`src/dtc_pkg.sv`:
```
// Package for the dual 8-bit timer control block
package dtc_pkg;
  // Register byte offsets (word aligned on the bus, except B control at 8'h19)
  localparam logic [7:0] DTC_A_CTRL_OFF = 8'h18;
  localparam logic [7:0] DTC_B_CTRL_OFF = 8'h19;
  localparam logic [7:0] DTC_A_PERIOD_OFF = 8'h20;
  localparam logic [7:0] DTC_A_WIDTH_OFF = 8'h24;
  localparam logic [7:0] DTC_B_PERIOD_OFF = 8'h28;
  localparam logic [7:0] DTC_B_WIDTH_OFF = 8'h2C;
  localparam logic [7:0] DTC_STATUS_OFF = 8'h30;
  localparam logic [7:0] DTC_OPT_OFF = 8'h34;
  // Control register fields
  localparam int DTC_FF_BIT = 7;
  localparam int DTC_CK_LSB = 4;
  localparam int DTC_RUN_BIT = 3;
  localparam int DTC_MODE_LSB = 0;
  localparam logic [7:0] DTC_CTRL_RST = 8'h00;
  localparam logic [7:0] DTC_REG_RST = 8'h00;
  // Mode codes
  localparam logic [2:0] DTC_M_TIMER8 = 3'h0;
  localparam logic [2:0] DTC_M_PDO8 = 3'h1;
  localparam logic [2:0] DTC_M_PWM8 = 3'h2;
  localparam logic [2:0] DTC_M_CASC = 3'h3;
  localparam logic [2:0] DTC_M_TIMER16 = 3'h4;
  localparam logic [2:0] DTC_M_WARMUP = 3'h5;
  localparam logic [2:0] DTC_M_PWM16 = 3'h6;
  // Clock select codes
  localparam logic [2:0] DTC_CK_SLOWDIV = 3'h0;
  localparam logic [2:0] DTC_CK_DIV7 = 3'h1;
  localparam logic [2:0] DTC_CK_DIV5 = 3'h2;
  localparam logic [2:0] DTC_CK_DIV3 = 3'h3;
  localparam logic [2:0] DTC_CK_FS = 3'h4;
  localparam logic [2:0] DTC_CK_DIV1 = 3'h5;
  localparam logic [2:0] DTC_CK_FC = 3'h6;
  localparam logic [2:0] DTC_CK_PIN = 3'h7;
  // Divider tap positions
  localparam int DTC_TAP_11 = 10;
  localparam int DTC_TAP_7 = 6;
  localparam int DTC_TAP_5 = 4;
  localparam int DTC_TAP_3 = 2;
  localparam int DTC_TAP_1 = 0;
  localparam int DTC_FS_TAP_3 = 2;
  // Control register fields as one packed word
  typedef struct packed {
    logic ff;
    logic [2:0] clk_sel;
    logic run;
    logic [2:0] mode;
  } dtc_ctrl_t;
endpackage

```
`src/dtc_tick_sel.sv`:
```
// Source tick selector for one timer unit
`timescale 1ns/1ps
`default_nettype none
module dtc_tick_sel
  import dtc_pkg::*;
(
  input wire logic [2:0] sel_i, // Clock select code
  input wire logic slow_i, // Low-speed divider option or low-speed mode
  input wire logic [10:0] fc_edge_i, // One-cycle ticks of fc dividers
  input wire logic [2:0] fs_edge_i, // One-cycle ticks of fs dividers
  input wire logic fc_tick_i, // Raw fc tick
  input wire logic fs_tick_i, // Raw fs tick
  input wire logic pin_tick_i, // External pin edge
  output logic tick_o // Selected tick
);
  // Multiplex the source by code
  always_comb begin
    case (sel_i)
      DTC_CK_SLOWDIV: tick_o = slow_i ? fs_edge_i[DTC_FS_TAP_3]
                                      : fc_edge_i[DTC_TAP_11];
      DTC_CK_DIV7: tick_o = fc_edge_i[DTC_TAP_7];
      DTC_CK_DIV5: tick_o = fc_edge_i[DTC_TAP_5];
      DTC_CK_DIV3: tick_o = fc_edge_i[DTC_TAP_3];
      DTC_CK_FS: tick_o = fs_tick_i;
      DTC_CK_DIV1: tick_o = fc_edge_i[DTC_TAP_1];
      DTC_CK_FC: tick_o = fc_tick_i;
      default: tick_o = pin_tick_i;
    endcase
  end
endmodule
`default_nettype wire

```
`src/dtc_top.sv`:
```
// Dual 8-bit timer control block with Wishbone slave
// Summary of operation
// Unit A: control, period, width registers
// No period write while A runs; the code writes period_a_r at any time
// A width writable running only PWM; the code writes width_a_r in any mode
// A clock select picks eight sources
// A mode codes 000 to 011; the code stores any 3-bit code
// No A mode/clock/flipflop change running; the code writes ctrl_a_r at any time
// Start may set fields; stop keeps
// Cascade: A mode 011, B picks
// Cascade: A clock, B start, flipflop
// fc in low speed only warm-up; the code selects fc in any mode
// Unit B: control, period, width registers
// No period write while B runs; the code writes period_b_r at any time
// B width writable running only PWM; the code writes width_b_r in any mode
// Run 0 stops, clears; 1 starts
// Flipflop bit sets output initial level
// B adds 16-bit, warm-up, PWM16 modes
// B upper byte counts A overflow
//
// The Wishbone slave port is this design's own decision.
`timescale 1ns/1ps
`default_nettype none
module dtc_top
  import dtc_pkg::*;
#(
  parameter int CNT_W = 8 // Counter width per unit
) (
  input wire logic sys_clk_i, // 10 MHz system clock
  input wire logic rst_b_i, // Asynchronous reset, active low
  input wire logic clk_en_i, // Freezes all state when low
  input wire logic fc_tick_i, // High-frequency clock tick
  input wire logic fs_tick_i, // Low-frequency clock tick
  input wire logic slow_mode_i, // Low-speed run or sleep active
  input wire logic ext_pin_i, // External count pin level
  input wire logic wb_cyc_i, // Wishbone cycle
  input wire logic wb_stb_i, // Wishbone strobe
  input wire logic wb_we_i, // Wishbone write enable
  input wire logic [7:0] wb_adr_i, // Wishbone byte address
  input wire logic [3:0] wb_sel_i, // Wishbone byte selects
  input wire logic [31:0] wb_dat_i, // Wishbone write data
  output logic [31:0] wb_dat_o, // Wishbone read data
  output logic wb_ack_o, // Wishbone acknowledge
  output logic timer_a_out_o, // Unit A output flip-flop
  output logic timer_b_out_o, // Unit B output flip-flop
  output logic [CNT_W-1:0] count_a_o, // Unit A counter
  output logic [CNT_W-1:0] count_b_o // Unit B counter
);
  dtc_ctrl_t ctrl_a_r;
  dtc_ctrl_t ctrl_b_r;
  logic [CNT_W-1:0] period_a_r;
  logic [CNT_W-1:0] width_a_r;
  logic [CNT_W-1:0] period_b_r;
  logic [CNT_W-1:0] width_b_r;
  logic div_opt_r;
  logic [10:0] fc_div_r;
  logic [2:0] fs_div_r;
  logic [10:0] fc_edge;
  logic [2:0] fs_edge;
  logic pin_prev_r;
  logic pin_tick;
  logic tick_a;
  logic ovf_a;
  logic casc;
  logic run_a;
  logic run_b;
  logic tick_b;
  logic b_run_d_r;
  logic a_run_d_r;
  logic wr;
  logic [31:0] rd_nxt;

  // Write lands at the edge where ack is high, low byte lane only
  assign wr = wb_cyc_i && wb_stb_i && wb_we_i && wb_ack_o && wb_sel_i[0];
  assign casc = (ctrl_a_r.mode == DTC_M_CASC);
  assign run_a = casc ? ctrl_b_r.run : ctrl_a_r.run;
  assign run_b = ctrl_b_r.run;
  assign pin_tick = ext_pin_i && !pin_prev_r;

  // Divider chain edge detection per tap
  genvar g;
  generate
    for (g = 0; g < 11; g++) begin : g_fc
      if (g == 0) begin : g_first
        assign fc_edge[g] = fc_tick_i && fc_div_r[0];
      end else begin : g_rest
        assign fc_edge[g] = fc_edge[g-1] && fc_div_r[g];
      end
    end
    for (g = 0; g < 3; g++) begin : g_fs
      if (g == 0) begin : g_first
        assign fs_edge[g] = fs_tick_i && fs_div_r[0];
      end else begin : g_rest
        assign fs_edge[g] = fs_edge[g-1] && fs_div_r[g];
      end
    end
  endgenerate

  // Prescaler counters and pin edge history
  always_ff @(posedge sys_clk_i or negedge rst_b_i) begin
    if (!rst_b_i) begin
      fc_div_r <= 11'h000;
      fs_div_r <= 3'h0;
      pin_prev_r <= 1'b0;
    end else if (clk_en_i) begin
      if (fc_tick_i) fc_div_r <= fc_div_r + 11'h001;
      if (fs_tick_i) fs_div_r <= fs_div_r + 3'h1;
      pin_prev_r <= ext_pin_i;
    end
  end

  // Source select for unit A
  dtc_tick_sel u_sel_a (
    .sel_i(ctrl_a_r.clk_sel),
    .slow_i(div_opt_r || slow_mode_i),
    .fc_edge_i(fc_edge),
    .fs_edge_i(fs_edge),
    .fc_tick_i(fc_tick_i),
    .fs_tick_i(fs_tick_i),
    .pin_tick_i(pin_tick),
    .tick_o(tick_a)
  );

  // Unit B counts A overflow in 16-bit modes
  assign ovf_a = tick_a && (count_a_o == {CNT_W{1'b1}});
  assign tick_b = ctrl_b_r.mode[2] ? ovf_a : 1'b0;

  // Register writes from the bus
  always_ff @(posedge sys_clk_i or negedge rst_b_i) begin
    if (!rst_b_i) begin
      ctrl_a_r <= DTC_CTRL_RST;
      ctrl_b_r <= DTC_CTRL_RST;
      period_a_r <= CNT_W'(DTC_REG_RST);
      width_a_r <= CNT_W'(DTC_REG_RST);
      period_b_r <= CNT_W'(DTC_REG_RST);
      width_b_r <= CNT_W'(DTC_REG_RST);
      div_opt_r <= 1'b0;
    end else if (clk_en_i && wr) begin
      case (wb_adr_i)
        DTC_A_CTRL_OFF: ctrl_a_r <= wb_dat_i[7:0];
        DTC_B_CTRL_OFF: ctrl_b_r <= wb_dat_i[7:0];
        DTC_A_PERIOD_OFF: period_a_r <= wb_dat_i[CNT_W-1:0];
        DTC_A_WIDTH_OFF: width_a_r <= wb_dat_i[CNT_W-1:0];
        DTC_B_PERIOD_OFF: period_b_r <= wb_dat_i[CNT_W-1:0];
        DTC_B_WIDTH_OFF: width_b_r <= wb_dat_i[CNT_W-1:0];
        DTC_OPT_OFF: div_opt_r <= wb_dat_i[0];
        default: ;
      endcase
    end
  end

  // Delayed run flags read back in the status register
  always_ff @(posedge sys_clk_i or negedge rst_b_i) begin
    if (!rst_b_i) begin
      a_run_d_r <= 1'b0;
      b_run_d_r <= 1'b0;
    end else if (clk_en_i) begin
      a_run_d_r <= run_a;
      b_run_d_r <= run_b;
    end
  end

  // Unit A counter: clear when stopped, count when running
  always_ff @(posedge sys_clk_i or negedge rst_b_i) begin
    if (!rst_b_i) begin
      count_a_o <= '0;
    end else if (clk_en_i) begin
      if (!run_a) count_a_o <= '0;
      else if (tick_a) count_a_o <= count_a_o + 1'b1;
    end
  end

  // Unit B counter: no tick in 8-bit modes, A overflow in 16-bit
  always_ff @(posedge sys_clk_i or negedge rst_b_i) begin
    if (!rst_b_i) begin
      count_b_o <= '0;
    end else if (clk_en_i) begin
      if (!run_b) count_b_o <= '0;
      else if (tick_b) count_b_o <= count_b_o + 1'b1;
    end
  end

  // Output flip-flops take the control level while stopped
  always_ff @(posedge sys_clk_i or negedge rst_b_i) begin
    if (!rst_b_i) begin
      timer_a_out_o <= 1'b0;
      timer_b_out_o <= 1'b0;
    end else if (clk_en_i) begin
      if (!run_a) timer_a_out_o <= casc ? ctrl_b_r.ff : ctrl_a_r.ff;
      if (!run_b) timer_b_out_o <= ctrl_b_r.ff;
    end
  end

  // Read data mux
  always_comb begin
    rd_nxt = 32'h0000_0000;
    case (wb_adr_i)
      DTC_A_CTRL_OFF: rd_nxt[7:0] = ctrl_a_r;
      DTC_B_CTRL_OFF: rd_nxt[7:0] = ctrl_b_r;
      DTC_A_PERIOD_OFF: rd_nxt[CNT_W-1:0] = period_a_r;
      DTC_A_WIDTH_OFF: rd_nxt[CNT_W-1:0] = width_a_r;
      DTC_B_PERIOD_OFF: rd_nxt[CNT_W-1:0] = period_b_r;
      DTC_B_WIDTH_OFF: rd_nxt[CNT_W-1:0] = width_b_r;
      DTC_STATUS_OFF: rd_nxt[3:0] = {timer_b_out_o, timer_a_out_o,
                                     b_run_d_r, a_run_d_r};
      DTC_OPT_OFF: rd_nxt[0] = div_opt_r;
      default: rd_nxt = 32'h0000_0000;
    endcase
  end

  // Bus answer: ack one cycle after request, dropped next cycle
  always_ff @(posedge sys_clk_i or negedge rst_b_i) begin
    if (!rst_b_i) begin
      wb_ack_o <= 1'b0;
      wb_dat_o <= 32'h0000_0000;
    end else if (clk_en_i) begin
      wb_ack_o <= wb_cyc_i && wb_stb_i && !wb_ack_o;
      wb_dat_o <= rd_nxt;
    end
  end
endmodule
`default_nettype wire

```
`config.mk`:
```
export PLATFORM = sky130hd
export DESIGN_NAME = dtc_top
export DESIGN_NICKNAME = d
export VERILOG_FILES = /design/src/dtc_pkg.sv /design/src/dtc_tick_sel.sv /design/src/dtc_top.sv
export SDC_FILE = /design/constraint.sdc
export NUM_CORES = 1
export LEC_CHECK = 0
export BUFFER_PORTS_ARGS = -buffer_cell sky130_fd_sc_hd__buf_4
export CORE_AREA = 2 2 110 85
export DETAILED_ROUTE_END_ITERATION = 16
export DIE_AREA = 0 0 112 87
export PLACE_DENSITY_LB_ADDON = 0.2
export REMOVE_ABC_BUFFERS = 1
export SETUP_SLACK_MARGIN = 0.5
export SYNTH_ARGS = -nofsm -noshare
export SYNTH_HDL_FRONTEND = slang
export SYNTH_SLANG_ARGS = --single-unit
```
`constraint.sdc`:
```
create_clock -name sys_clk_i -period 2.7 [get_ports sys_clk_i]
set_input_delay 0.27 -clock sys_clk_i [delete_from_list [all_inputs] [get_ports sys_clk_i]]
set_output_delay 0.27 -clock sys_clk_i [all_outputs]
set_load 0.03 [all_outputs]
```
* Yosys cells after proc, flatten, opt, wreduce, memory -nomap -nowiden
Cells that the tools add are included.
** Word-level totals
- Flip-flop bits (word level) :: 93
- Output and inout bits :: 51
- Logic and storage cells :: 99
** Operators by class
- $add $sub $neg :: 4
- Eq/ne operators :: 18
- Multiplexer cells :: 12
- Bitwise gates (word level) :: 2
- Reductions and logical operators :: 39
** Operators with widths (count)
- $eq 8x6->1 const B :: 6
- $mux 8 :: 4
- $reduce_and 2->1 :: 13
- $pmux 4 s6 :: 1
- $logic_and 1x1->1 :: 22
- $pmux 3 s7 :: 1
- $add 8x1->8 const B :: 2
- $eq 8x5->1 const B :: 2
- $add 11x1->11 const B :: 1
- $eq 3x2->1 const B :: 3
- $eq 3x3->1 const B :: 3
- $eq 8x8->1 const B :: 1
- $pmux 1 s8 :: 1
- $pmux 1 s7 :: 1
- $mux 1 :: 4
- $add 3x1->3 const B :: 1
- $eq 3x1->1 const B :: 1
- $logic_not 3->1 :: 1
- $logic_not 1->1 :: 2
- $ne 2x1->1 const B :: 1
- $ne 2x2->1 const B :: 1
- $not 1->1 :: 2
- $logic_or 1x1->1 :: 1

* Depth between registers and ports, before layout
Gate-level depths: netlist (run 1).
- Depth in word-level cells :: 17
- Gate-level depth with buffers :: 8
- Depth with buffers taken out :: 6

* Modules after synthesis
A second synthesis (run 1) with hierarchy kept.
** Second synthesis, totals
- Cells, all modules :: 429
- Area, all modules :: 4882.2 um^2
** Modules (own cells, without submodules)
- dtc_top :: times used 1, cells each 417, area each 4782.1 um^2, seq. area each 2327.2 um^2
- dtc_tick_sel :: times used 1, cells each 12, area each 100.1 um^2, seq. area each 0.0 um^2

* Worst setup path after synthesis (run 1)
Ideal clock, no wire load.
- Kind :: input -> register
- Start :: input wb_adr_i[1]
- End :: register ctrl_a_r[0] (netlist name)
- Data arrival time :: 2.004 ns
- Required time :: 2.575 ns
- Slack :: 0.571 ns
- Stages :: 5
- Path buffers :: 1
- Cell sequence :: or3_4 > or4_4 > buf_6 > nor4_4 > mux2_2
** On the way
- Word-level cells in the longest chain between the ends :: 2
** Ends and longest elaborated chain
- from (decl) :: RTL line dtc_top.sv:39 : input wire logic [7:0] wb_adr_i,
- $eq 8x5->1 :: RTL line dtc_top.sv:139 : case (wb_adr_i)
- $reduce_and 2->1 (no line)
- to (signal assigned) :: RTL line dtc_top.sv:140 : DTC_A_CTRL_OFF: ctrl_a_r <= wb_dat_i[7:0];
- to (decl) :: RTL line dtc_top.sv:49 : dtc_ctrl_t ctrl_a_r;
Every way passes these cells.
A chain may end at the register's enable or synchronous reset.

* Worst setup path after layout (run 1)
- Start :: register ctrl_a_r[5] (netlist name)
- End :: register count_b_o[7]
** On the way
- Word-level cells in the longest chain between the ends :: 6
** Ends and longest elaborated chain
- $eq 3x3->1, or another cell as far along :: RTL line dtc_tick_sel.sv:18 : case (sel_i)
- $pmux 1 s7 (*) :: RTL line dtc_tick_sel.sv:18
- $logic_and 1x1->1 (*) :: RTL line dtc_top.sv:125 : assign ovf_a = tick_a && (count_a_o == {CNT_W{1'b1}});
- $mux 1 (*) :: RTL line dtc_top.sv:126 : assign tick_b = ctrl_b_r.mode[2] ? ovf_a : 1'b0;
- $ne 2x1->1 (no line) (*)
- $reduce_and 2->1 (no line) (*)
- to (signal assigned) :: RTL line dtc_top.sv:179 : else if (tick_b) count_b_o <= count_b_o + 1'b1;
- to (decl) :: RTL line dtc_top.sv:47 : output logic [CNT_W-1:0] count_b_o
Mark *: on every way between the ends. The rest lies on a longest branch, timed or not.

==> out/metrics.csv, run 1 <==
stage,metric,value,unit
outcome,status,"finished, final reports clean",
place,pre-CTS setup slack,0.413,ns
worst_setup_path,R2R Setup Slk,0.56,ns
timing,Final Hold Fails,0,
detailed_routing,residual DRC count,0,
logic_synthesis,Synth Flop Type,dfrtp_1,
layout,fin util,62.3,%
cts,Clock Tree Buf Depth,2,
worst_setup_path,"delay-heaviest family, CP",simple AND/OR/NAND/NOR gates,
cts,CTS Buf Count,9,
timing,Final Worst Setup Slack,0.565,ns
detailed_routing,Final ANT Viol Nets,0,
power_and_ir_drop,leakage,2.66,nW
cts,CTS tree,yes,
logic_synthesis,Post-synth ARST share,100,%
logic_synthesis,"EDFF count, synth",0,
place,GP Congestion,0.806,
worst_setup_path,CP cell instances,"or3b_1, nand4_1, nand2_2, a211o_4, or3_1, a21oi_1",
floorplan,die area,9740,um2
timing,Slew HR,60.3,%
worst_setup_path,Worst path slowest cell,dfrtp_2,
timing,ratio of final minimum period to clock period,79.1,%
global_route,GR Overflow Total,0,
floorplan,core area,8780,um2
worst_setup_path,Reg-to-Reg Start,ctrl_a_r[5]$_DFFE_PN0P_,
layout,fin nets,522,
logic_synthesis,Yosys cell types,50,
worst_hold_path,HP Class,in -> reg,
global_route,initial antenna violation count,0,
worst_setup_path,reg-to-reg endpoint,count_b_o[7]$_DFFE_PN0P_,
cts,clk sinks,93,
global_route,global-route wire length before repair,16.4,mm
layout,fill cell count,748,
layout,area grow syn2layout,19.1,%
timing,fin crit period,2.14,ns
place,Buffers on Ports,53,
logic_synthesis,Syn Area/Cell,11.6,um2
floorplan,number of I/O pins,105,
timing,"Slew Viols, Final",0,
floorplan,Initial Util,52.3,%
floorplan,# rows,30,
detailed_routing,total number of vias,3261,
worst_setup_path,worst path buffer plus inverter count,0,
worst_setup_path,Critical Path Stages,6,
run,max_cap viols,0,
detailed_routing,vias per cell,5.61,
logic_synthesis,"Seq/Total Area, Yosys",50.7,%
detailed_routing,DRT iter0 DRCs,256,
layout,ANT cells,0,
cts,clk_lat worst skew,0.34,ns
cts,clock slew at reported path FFs,0.06,ns
detailed_routing,drt wl/cell,17.4,um
power_and_ir_drop,PwrDens,587,nW/um2
worst_setup_path,CP Max Fanout,12,
worst_setup_path,crit path DAT,2.40,ns
timing,worst slew pin tran,0.596,ns
detailed_routing,DR pass1 iterations,5,
logic_synthesis,Synthesis Warnings,0,
global_route,gr usage total,21.9,%
layout,fraction of layout cells with a size suffix above 1,33.3,%
worst_setup_path,WS Path Type,reg -> reg,
worst_setup_path,worst setup path end,count_b_o[7]$_DFFE_PN0P_,
floorplan,Die Span Y,87,um
cts,clk root buf,clkbuf_16,
floorplan,DIE WIDTH,112,um
worst_setup_path,FF-to-FF path depth,6,
timing,achievable frequency,0.468,GHz
place,dpl hpwl,7.00,mm
logic_synthesis,Yosys reg bits,93,
timing,setup TNS,0,ns
timing,RSZ-0062 raised after global routing,true,
timing,skew final,0.00339,ns
power_and_ir_drop,Max VDD drop,0.470,mV
worst_setup_path,Critical Path End Type,register,
logic_synthesis,synthesized cell area,4590,um2
logic_synthesis,Gate Count Post-Synth,395,
cts,CTS H-tree depth,3,
worst_setup_path,CP Launch Point,ctrl_a_r[5]$_DFFE_PN0P_,
timing,Setup Viol. Count Final,0,
worst_setup_path,WP data required,2.97,ns
worst_setup_path,max incr delay on CP,0.44,ns
detailed_routing,Routed WL,10.1,mm
worst_setup_path,Worst Setup Start Kind,register,
global_route,vias in the first global route,3185,
global_route,largest net degree at the start of global routing,50,
[placed cells by master (no fill, tap or decap), types with 3 or more instances in the layout]
cell | netlist | layout
ha_1 | 4 | 4
a21o_1 | 3 | 3
nand2_1 | 20 | 19
a21oi_1 | 18 | 18
o22ai_1 | 5 | 5
clkbuf_16 | 0 | 9
nor2_1 | 23 | 22
a221oi_1 | 7 | 7
inv_1 | 5 | 5
and3_1 | 8 | 8
and2_1 | 3 | 3
conb_1 | 1 | 24
dfrtp_1 | 93 | 91
nand4_1 | 13 | 13
mux2_2 | 55 | 55
o21ai_0 | 12 | 12
clkinvlp_4 | 0 | 3
a211oi_1 | 5 | 5
xor2_1 | 5 | 5
o2bb2ai_1 | 3 | 3
nand3_1 | 8 | 8
or3_1 | 8 | 8
mux2i_1 | 18 | 18
buf_4 | 24 | 71
xnor2_1 | 14 | 14
[synth_stat cells (5+ instances only)]
| cell | n | area, um2 |
|---|---|---|
| o21ai_0 | 12 | 60.1 |
| clkbuf_1 | 7 | 26.3 |
| xnor2_1 | 14 | 123 |
| nor2_1 | 23 | 86.3 |
| nand3_1 | 8 | 40.0 |
| dfrtp_1 | 93 | 2330 |
| a221oi_1 | 7 | 61.3 |
| nand2_1 | 20 | 75.1 |
| xor2_1 | 5 | 43.8 |
| a211oi_1 | 5 | 37.5 |
| a21oi_1 | 18 | 90.1 |
| o22ai_1 | 5 | 31.3 |
| and3_1 | 8 | 50.1 |
| mux2_2 | 55 | 619 |
| buf_4 | 24 | 180 |
| or3_1 | 8 | 50.1 |
| inv_1 | 5 | 18.8 |
| nand4_1 | 13 | 81.3 |
| mux2i_1 | 18 | 180 |
[how the worst min path moves through the flow]
stage,start,to,depth (start not counted)
global placement,rst_b_i,fc_div_r[6]$_DFFE_PN0P_,1
global route,ext_pin_i,pin_prev_r$_DFFE_PN0P_,2
finish,ext_pin_i,pin_prev_r$_DFFE_PN0P_,2
floorplan,rst_b_i,a_run_d_r$_DFFE_PN0P_,0
CTS,ext_pin_i,pin_prev_r$_DFFE_PN0P_,2
detailed placement,rst_b_i,fc_div_r[6]$_DFFE_PN0P_,1
[state kept, by name (all words and copies together), names as in the netlist]
register and count:
timer_b_out_o 1, ctrl_b_r 7, timer_a_out_o 1, wb_dat_o 8, div_opt_r 1, b_run_d_r 1, wb_ack_o 1, count_b_o 8
pin_prev_r 1, width_a_r 8, ctrl_a_r 8, a_run_d_r 1, run_b 1, fs_div_r 3, fc_div_r 11, count_a_o 8
period_a_r 8, width_b_r 8, period_b_r 8
[metal layers]
metal / vias up / share of wire (%) / track usage [%]
li1: 1536 / - / -
met1: 1640 / 46 / 29.2
met2: 79 / 48 / 36.2
met3: 6 / 5.4 / 6.68
met4: 0 / 0.83 / 4.32
met5: - / 0 / 0
[worst register-to-register path: stages (launching register included)]
cell and delay [ns]:
dfrtp_2 0.44, or3b_1 0.43, nand4_1 0.18, nand2_2 0.12, a211o_4 0.38, or3_1 0.36
a21oi_1 0.15
[power breakdown]
part	internal, W	switching (W)	total (W)
logic	0.000130	0.000201	0.000332
registers	0.00147	0.0000753	0.00155
clock network	0.000809	0.000523	0.00133
total	0.00241	0.000800	0.00321
[stage by stage]
step | cells | hold slack (ns) | area (um2) | total power, W
global route | 581 | 0.179 | 5470 | 0.00333
global placement | 557 | 0.312 | 5070 | 0.00188
CTS | 574 | 0.173 | 5410 | 0.00324
floorplan | 380 | -0.0256 | 4430 | 0.00175
detailed placement | 557 | 0.319 | 5070 | 0.00190
finish | 581 | 0.181 | 5470 | 0.00321
[layout make-up]
cell class / instances / area [um2] / share of cell area, %
multi-input cells: 282 / 2100 / 38.4
repair buffers: 73 / 563 / 10.3
clock buffers: 10 / 229 / 4.19
well taps: 112 / 140 / 2.56
inverters: 5 / 18.8 / 0.343
clock inverters: 6 / 87.6 / 1.60
flip-flops and latches: 93 / 2330 / 42.6
[cells by family after synthesis]
kind of cell             count (synthesis)  share of synthesized area (%)
XOR/XNOR                                19                           3.62
multiplexers                            74                           17.9
flip-flops                              93                           50.7
AO/OA/AOI/OAI                           62                           8.80
other                                    1                         0.0817
adder cells (fa/ha/maj)                  4                           1.09
buffers and inverters                   43                           5.75
AND/OR/NAND/NOR                         99                           12.0
[timing repair]
| item | 4_1_cts | 5_1_grt |
|---|---|---|
| setup endpoints to repair | 5 | 6 |
| pin swaps | 0 | 2 |
| setup buffers | 0 | 7 |
| hold buffers | 1 | 0 |
| hold endpoints to repair | 44 | 0 |
| resized for setup | 5 | 1 |
Note: power is estimated with default switching activity, not from simulation.
==> run 2, diff against run 1 <==
==> constraint.sdc (replaced) <==
create_clock -name sys_clk_i -period 2.1 [get_ports sys_clk_i]
set_input_delay 0.21 -clock sys_clk_i [delete_from_list [all_inputs] [get_ports sys_clk_i]]
set_output_delay 0.21 -clock sys_clk_i [all_outputs]
set_load 0.03 [all_outputs]
==> out/metrics.csv, run 2 (synthesis gave the netlist of run 1 again) <==
stage,metric,value,unit,change
layout,fraction of layout cells with a size suffix above 1,45.8,%,was 33.3%
global_route,vias in the first global route,3396,,"was 3,185"
run,max_cap viols,0,,unchanged
worst_setup_path,Worst Setup Start Kind,register,,unchanged
worst_hold_path,HP Class,in -> reg,,unchanged
layout,area grow syn2layout,34.2,%,was 19.1%
floorplan,DIE WIDTH,112,um,unchanged
detailed_routing,DRT iter0 DRCs,194,,was 256
floorplan,core area,8780,um2,unchanged
detailed_routing,DR pass1 iterations,4,,was 5
cts,Clock Tree Buf Depth,2,,unchanged
place,pre-CTS setup slack,-0.0612,ns,was 0.413 ns
timing,worst slew pin tran,0.502,ns,was 0.596 ns
cts,CTS Buf Count,9,,unchanged
layout,"most common cell after layout, fill and taps aside",buf_4,,was dfrtp_1
power_and_ir_drop,Max VDD drop,0.552,mV,was 0.470 mV
layout,largest register by flop count,fc_div_r,,unchanged
timing,RSZ-0062 raised after global routing,true,,unchanged
power_and_ir_drop,total power,0.00416,W,was 0.00321 W
power_and_ir_drop,PwrDens,676,nW/um2,was 587 nW/um2
global_route,gr usage total,23.7,%,was 21.9%
timing,Setup Viol. Count Final,0,,unchanged
timing,Slew HR,66.5,%,was 60.3%
timing,achievable frequency,0.496,GHz,was 0.468 GHz
layout,Largest register FFs,11,,unchanged
worst_setup_path,"delay-heaviest family, CP",simple AND/OR/NAND/NOR gates,,unchanged
worst_setup_path,worst path buffer plus inverter count,1,,was 0
worst_setup_path,WP data required,2.37,ns,was 2.97 ns
cts,CTS tree,yes,,unchanged
floorplan,# rows,30,,unchanged
floorplan,Initial Util,52.3,%,unchanged
layout,fill cell count,646,,was 748
timing,ratio of final minimum period to clock period,96.0,%,was 79.1%
worst_setup_path,CP cell instances,"or3b_4, nand4_1, nand2_2, buf_6, a21o_4, or3_4, a21oi_2",,"was or3b_1, nand4_1, nand2_2, a211o_4, or3_1, a21oi_1"
detailed_routing,Final ANT Viol Nets,0,,unchanged
layout,fin util,70.1,%,was 62.3%
layout,most frequent cells in the layout,"90 x buf_4, 89 x dfrtp_1, 39 x mux2_2",,"was 91 x dfrtp_1, 71 x buf_4, 55 x mux2_2"
global_route,largest net degree at the start of global routing,39,,was 50
outcome,status,"finished, final reports clean",,unchanged
place,dpl hpwl,7.48,mm,was 7.00 mm
timing,WHS,0.125,ns,was 0.181 ns
timing,skew final,0.00707,ns,was 0.00339 ns
timing,fin crit period,2.02,ns,was 2.14 ns
timing,Final Hold Fails,0,,unchanged
place,Buffers on Ports,53,,unchanged
global_route,initial antenna violation count,0,,unchanged
layout,ANT cells,0,,unchanged
timing,Final Worst Setup Slack,0.0842,ns,was 0.565 ns
timing,"Slew Viols, Final",0,,unchanged
detailed_routing,Routed WL,11.5,mm,was 10.1 mm
power_and_ir_drop,leakage,2.94,nW,was 2.66 nW
detailed_routing,residual DRC count,0,,unchanged
detailed_routing,drt wl/cell,18.5,um,was 17.4 um
detailed_routing,total number of vias,3532,,"was 3,261"
layout,fin nets,564,,was 522
cts,clk_lat worst skew,0.35,ns,was 0.34 ns
detailed_routing,vias per cell,5.67,,was 5.61
floorplan,die area,9740,um2,unchanged
floorplan,number of I/O pins,105,,unchanged
cts,CTS H-tree depth,3,,unchanged
worst_setup_path,max incr delay on CP,0.44,ns,about the same
worst_setup_path,crit path DAT,2.29,ns,was 2.40 ns
cts,clk sinks,93,,unchanged
timing,setup TNS,0,ns,unchanged
worst_setup_path,CP Max Fanout,5,,was 12
place,GP Congestion,0.843,,was 0.806
worst_setup_path,WS Path Type,reg -> reg,,unchanged
cts,clock slew at reported path FFs,0.06,ns,about the same
floorplan,Die Span Y,87,um,unchanged
global_route,GR Overflow Total,0,,unchanged
worst_setup_path,Critical Path End Type,register,,unchanged
cts,clk root buf,clkbuf_16,,unchanged
worst_setup_path,Worst path slowest cell,dfrtp_2,,unchanged
global_route,global-route wire length before repair,17.9,mm,was 16.4 mm
-- run 2: final cells by class --
cell class | count | area, um2 | area share [%]
repair buffers | 114 | 953 | 15.5
clock buffers | 11 | 243 | 3.94
multi-input cells | 283 | 2420 | 39.2
inverters | 5 | 18.8 | 0.305
clock inverters | 5 | 57.6 | 0.934
well taps | 112 | 140 | 2.27
flip-flops and latches | 93 | 2330 | 37.9
-- run 2: worst register-to-register path: stages (launching register included) --
cell	delay (ns)
dfrtp_2	0.44
or3b_4	0.43
nand4_1	0.15
nand2_2	0.11
buf_6	0.15
a21o_4	0.20
or3_4	0.33
a21oi_2	0.13
-- run 2: path summary, 6_finish.rpt --
| kind | from | end | slack (ns) | cells after the start |
|---|---|---|---|---|
| max | ctrl_a_r[5]$_DFFE_PN0P_ | count_a_o[5]$_DFFE_PN0P_ | 0.08 | 7 |
| min | ext_pin_i | pin_prev_r$_DFFE_PN0P_ | 0.13 | 2 |
| max reg2reg | ctrl_a_r[5]$_DFFE_PN0P_ | count_a_o[5]$_DFFE_PN0P_ | 0.08 | 7 |
| min reg2reg | fc_div_r[9]$_DFFE_PN0P_ | fc_div_r[9]$_DFFE_PN0P_ | 0.48 | 1 |
| max in group asynchronous | rst_b_i | div_opt_r$_DFFE_PN0P_ | 1.04 | 3 |
| min in group asynchronous | rst_b_i | fc_div_r[8]$_DFFE_PN0P_ | 0.38 | 2 |
-- run 2: where the power goes --
part           switching, W  internal [W]
sequential        0.0000932       0.00189
combinational      0.000297      0.000231
clock              0.000692      0.000960
total               0.00108       0.00308
-- run 2: repair_timing --
item                                   CTS  global route
hold buffers                             1             0
pin swaps                               33            23
buffers inserted                        11            11
endpoints found under the hold margin   34             0
setup endpoints to repair               56            74
gates resized for setup                 54            46
cloned                                   1             0
-- run 2: routing by layer --
metal	share of wire (%)	wire length [um]	vias to the layer above	global-route usage, %
met3	4.9	566	16	5.08
met4	1.5	178	0	6.32
met5	0	0	-	0
met1	46	5260	1791	32.9
met2	48	5520	102	38.6
li1	-	-	1623	-
-- run 2: through the flow --
stage	std cells	area [um2]
3_3_place_gp	583	5270
5_1_grt	623	6160
4_1_cts	612	5890
6_report	623	6160
2_1_floorplan	380	4430
3_5_place_dp	583	5270
==> run 3, diff against run 2 <==
--- a/config.mk
+++ b/config.mk
@@ -5,10 +5,10 @@
 export SDC_FILE = /design/constraint.sdc
 export NUM_CORES = 1
 export LEC_CHECK = 0
-export BUFFER_PORTS_ARGS = -buffer_cell sky130_fd_sc_hd__buf_4
-export CORE_AREA = 2 2 110 85
+export BUFFER_PORTS_ARGS = -buffer_cell sky130_fd_sc_hd__clkbuf_2
+export CORE_AREA = 2 2 114 88
 export DETAILED_ROUTE_END_ITERATION = 16
-export DIE_AREA = 0 0 112 87
+export DIE_AREA = 0 0 116 90
 export PLACE_DENSITY_LB_ADDON = 0.2
 export REMOVE_ABC_BUFFERS = 1
 export SETUP_SLACK_MARGIN = 0.5
==> out/metrics.csv, run 3 (synthesis gave the netlist of run 1 again) <==
stage,metric,value,unit,change
detailed_routing,DRT iter0 DRCs,237,,was 194
global_route,global-route wire length before repair,17.8,mm,was 17.9 mm
outcome,status,"finished, final reports clean",,unchanged
worst_setup_path,WS Path Type,reg -> reg,,unchanged
layout,Largest register FFs,11,,unchanged
timing,RSZ-0062 raised after global routing,true,,unchanged
layout,most frequent cells in the layout,"92 x dfrtp_1, 51 x clkbuf_2, 47 x mux2_2",,"was 90 x buf_4, 89 x dfrtp_1, 39 x mux2_2"
layout,post-route cell area,5920,um2,was 6160 um2
worst_setup_path,CP cell instances,"or3b_4, nand4_1, nand2_2, a211o_4, buf_6, xnor2_1, a22o_1",,"was or3b_4, nand4_1, nand2_2, buf_6, a21o_4, or3_4, a21oi_2"
layout,area grow syn2layout,29.0,%,was 34.2%
worst_setup_path,Worst Setup Start Kind,register,,unchanged
floorplan,# rows,31,,was 30
detailed_routing,vias per cell,5.45,,was 5.67
floorplan,Initial Util,48.9,%,was 52.3%
place,Placed Area,5130,um2,was 5270 um2
worst_setup_path,CP Max Fanout,8,,was 5
detailed_routing,Routed WL,11.1,mm,was 11.5 mm
place,Buffers on Ports,53,,unchanged
layout,"most common cell after layout, fill and taps aside",dfrtp_1,,was buf_4
layout,fin nets,560,,was 564
detailed_routing,Final ANT Viol Nets,0,,unchanged
cts,CTS tree,yes,,unchanged
timing,ratio of final minimum period to clock period,94.4,%,was 96.0%
timing,achievable frequency,0.504,GHz,was 0.496 GHz
power_and_ir_drop,total power,0.00402,W,was 0.00416 W
layout,ANT cells,0,,unchanged
layout,largest register by flop count,fc_div_r,,unchanged
cts,CTS H-tree depth,3,,unchanged
power_and_ir_drop,PwrDens,679,nW/um2,was 676 nW/um2
worst_setup_path,max incr delay on CP,0.43,ns,was 0.44 ns
place,dpl hpwl,7.56,mm,was 7.48 mm
cts,clk sinks,93,,unchanged
cts,Clock Tree Buf Depth,2,,unchanged
layout,Multi-input gate area,2330,um2,was 2420 um2
global_route,largest net degree at the start of global routing,48,,was 39
layout,fin util,63.1,%,was 70.1%
cts,CTS Buf Count,9,,unchanged
timing,Setup Viol. Count Final,0,,unchanged
cts,clock slew at reported path FFs,0.06,ns,about the same
run,max_cap viols,0,,unchanged
global_route,gr usage total,22.1,%,was 23.7%
worst_setup_path,Critical Path End Type,register,,unchanged
floorplan,Die Span Y,90,um,was 87 um
detailed_routing,total number of vias,3471,,"was 3,532"
floorplan,core area,9390,um2,was 8780 um2
cts,clk root buf,clkbuf_16,,unchanged
floorplan,die area,10400,um2,was 9740 um2
cts,clk_lat worst skew,0.34,ns,was 0.35 ns
worst_setup_path,WP data required,2.33,ns,was 2.37 ns
layout,fraction of layout cells with a size suffix above 1,44.2,%,was 45.8%
global_route,vias in the first global route,3391,,"was 3,396"
detailed_routing,residual DRC count,0,,unchanged
layout,FF/Latch Area,2330,um2,about the same
power_and_ir_drop,Max VDD drop,0.519,mV,was 0.552 mV
timing,fin crit period,1.98,ns,was 2.02 ns
timing,skew final,0.00378,ns,was 0.00707 ns
global_route,GR Overflow Total,0,,unchanged
worst_setup_path,Worst path slowest cell,or3b_4,,was dfrtp_2
floorplan,DIE WIDTH,116,um,was 112 um
place,GP Congestion,0.821,,was 0.843
detailed_routing,DR pass1 iterations,4,,unchanged
floorplan,number of I/O pins,105,,unchanged
layout,fill cell count,774,,was 646
detailed_routing,drt wl/cell,17.5,um,was 18.5 um
worst_setup_path,crit path DAT,2.21,ns,was 2.29 ns
worst_hold_path,HP Class,in -> reg,,unchanged
timing,Final Hold Fails,0,,unchanged
global_route,initial antenna violation count,0,,unchanged
timing,"Slew Viols, Final",0,,unchanged
power_and_ir_drop,leakage,2.87,nW,was 2.94 nW
[run 3: worst max-delay path, delay by kind of cell (launching register included)]
kind | cells | cell delay (ns)
flip-flops | 1 | 0.42
XOR/XNOR | 1 | 0.11
AO/OA/AOI/OAI | 2 | 0.51
AND/OR/NAND/NOR | 3 | 0.69
buffers and inverters | 1 | 0.14
[run 3: area by class of cell]
cell class | count | area share [%]
inverter | 5 | 0.359
multi-input combinational | 282 | 39.4
clock inverter | 2 | 0.592
sequential | 93 | 39.3
tap | 132 | 2.79
clock buffer | 12 | 4.16
timing repair buffer | 111 | 13.4
[run 3: metal layers]
metal  part of all wire [%]  vias to the layer above  GRT usage [%]
met4                    1.1                        0           4.66
met1                     47                     1735           32.4
li1                       -                     1614              -
met2                     46                      112           33.9
met3                    5.4                       10           4.86
met5                      0                        -              0
[run 3: path summary, 6_finish.rpt]
| kind | startpoint | end | slack, ns | cells after the start |
|---|---|---|---|---|
| worst max-delay path | ctrl_a_r[4]$_DFFE_PN0P_ | count_b_o[0]$_DFFE_PN0P_ | 0.12 | 7 |
| worst min-delay path | ext_pin_i | pin_prev_r$_DFFE_PN0P_ | 0.15 | 2 |
| worst max register to register | ctrl_a_r[4]$_DFFE_PN0P_ | count_b_o[0]$_DFFE_PN0P_ | 0.12 | 7 |
| worst min register to register | fc_div_r[10]$_DFFE_PN0P_ | fc_div_r[10]$_DFFE_PN0P_ | 0.47 | 1 |
| max in group asynchronous | rst_b_i | ctrl_b_r[5]$_DFFE_PN0P_ | 1.15 | 3 |
| min in group asynchronous | rst_b_i | fc_div_r[8]$_DFFE_PN0P_ | 0.33 | 2 |
[run 3: what timing repair did]
action | in CTS | in global routing
resized for setup | 56 | 32
endpoints found under the hold margin | 25 | 0
setup buffers | 15 | 8
hold buffers | 1 | 0
cloned | 0 | 0
setup endpoints to repair | 71 | 61
pin swaps | 36 | 13
[run 3: where the power goes]
group	switching [W]	internal (W)	leakage [nW]
registers	0.0000928	0.00189	1.27
logic	0.000280	0.000181	1.47
clock network	0.000635	0.000941	0.139
[run 3: per-stage QoR]
| step | hold slack [ns] | std cells | setup TNS [ns] | setup slack, ns |
|---|---|---|---|---|
| final | 0.153 | 637 | 0 | 0.117 |
| after global placement | 0.144 | 599 | -0.514 | -0.0565 |
| after global routing | 0.162 | 637 | 0 | 0.0288 |
| after detailed placement | 0.150 | 599 | -0.729 | -0.0599 |
| after floorplan | -0.0856 | 380 | 0 | 0.0857 |
| after CTS | 0.142 | 629 | 0 | 0.127 |
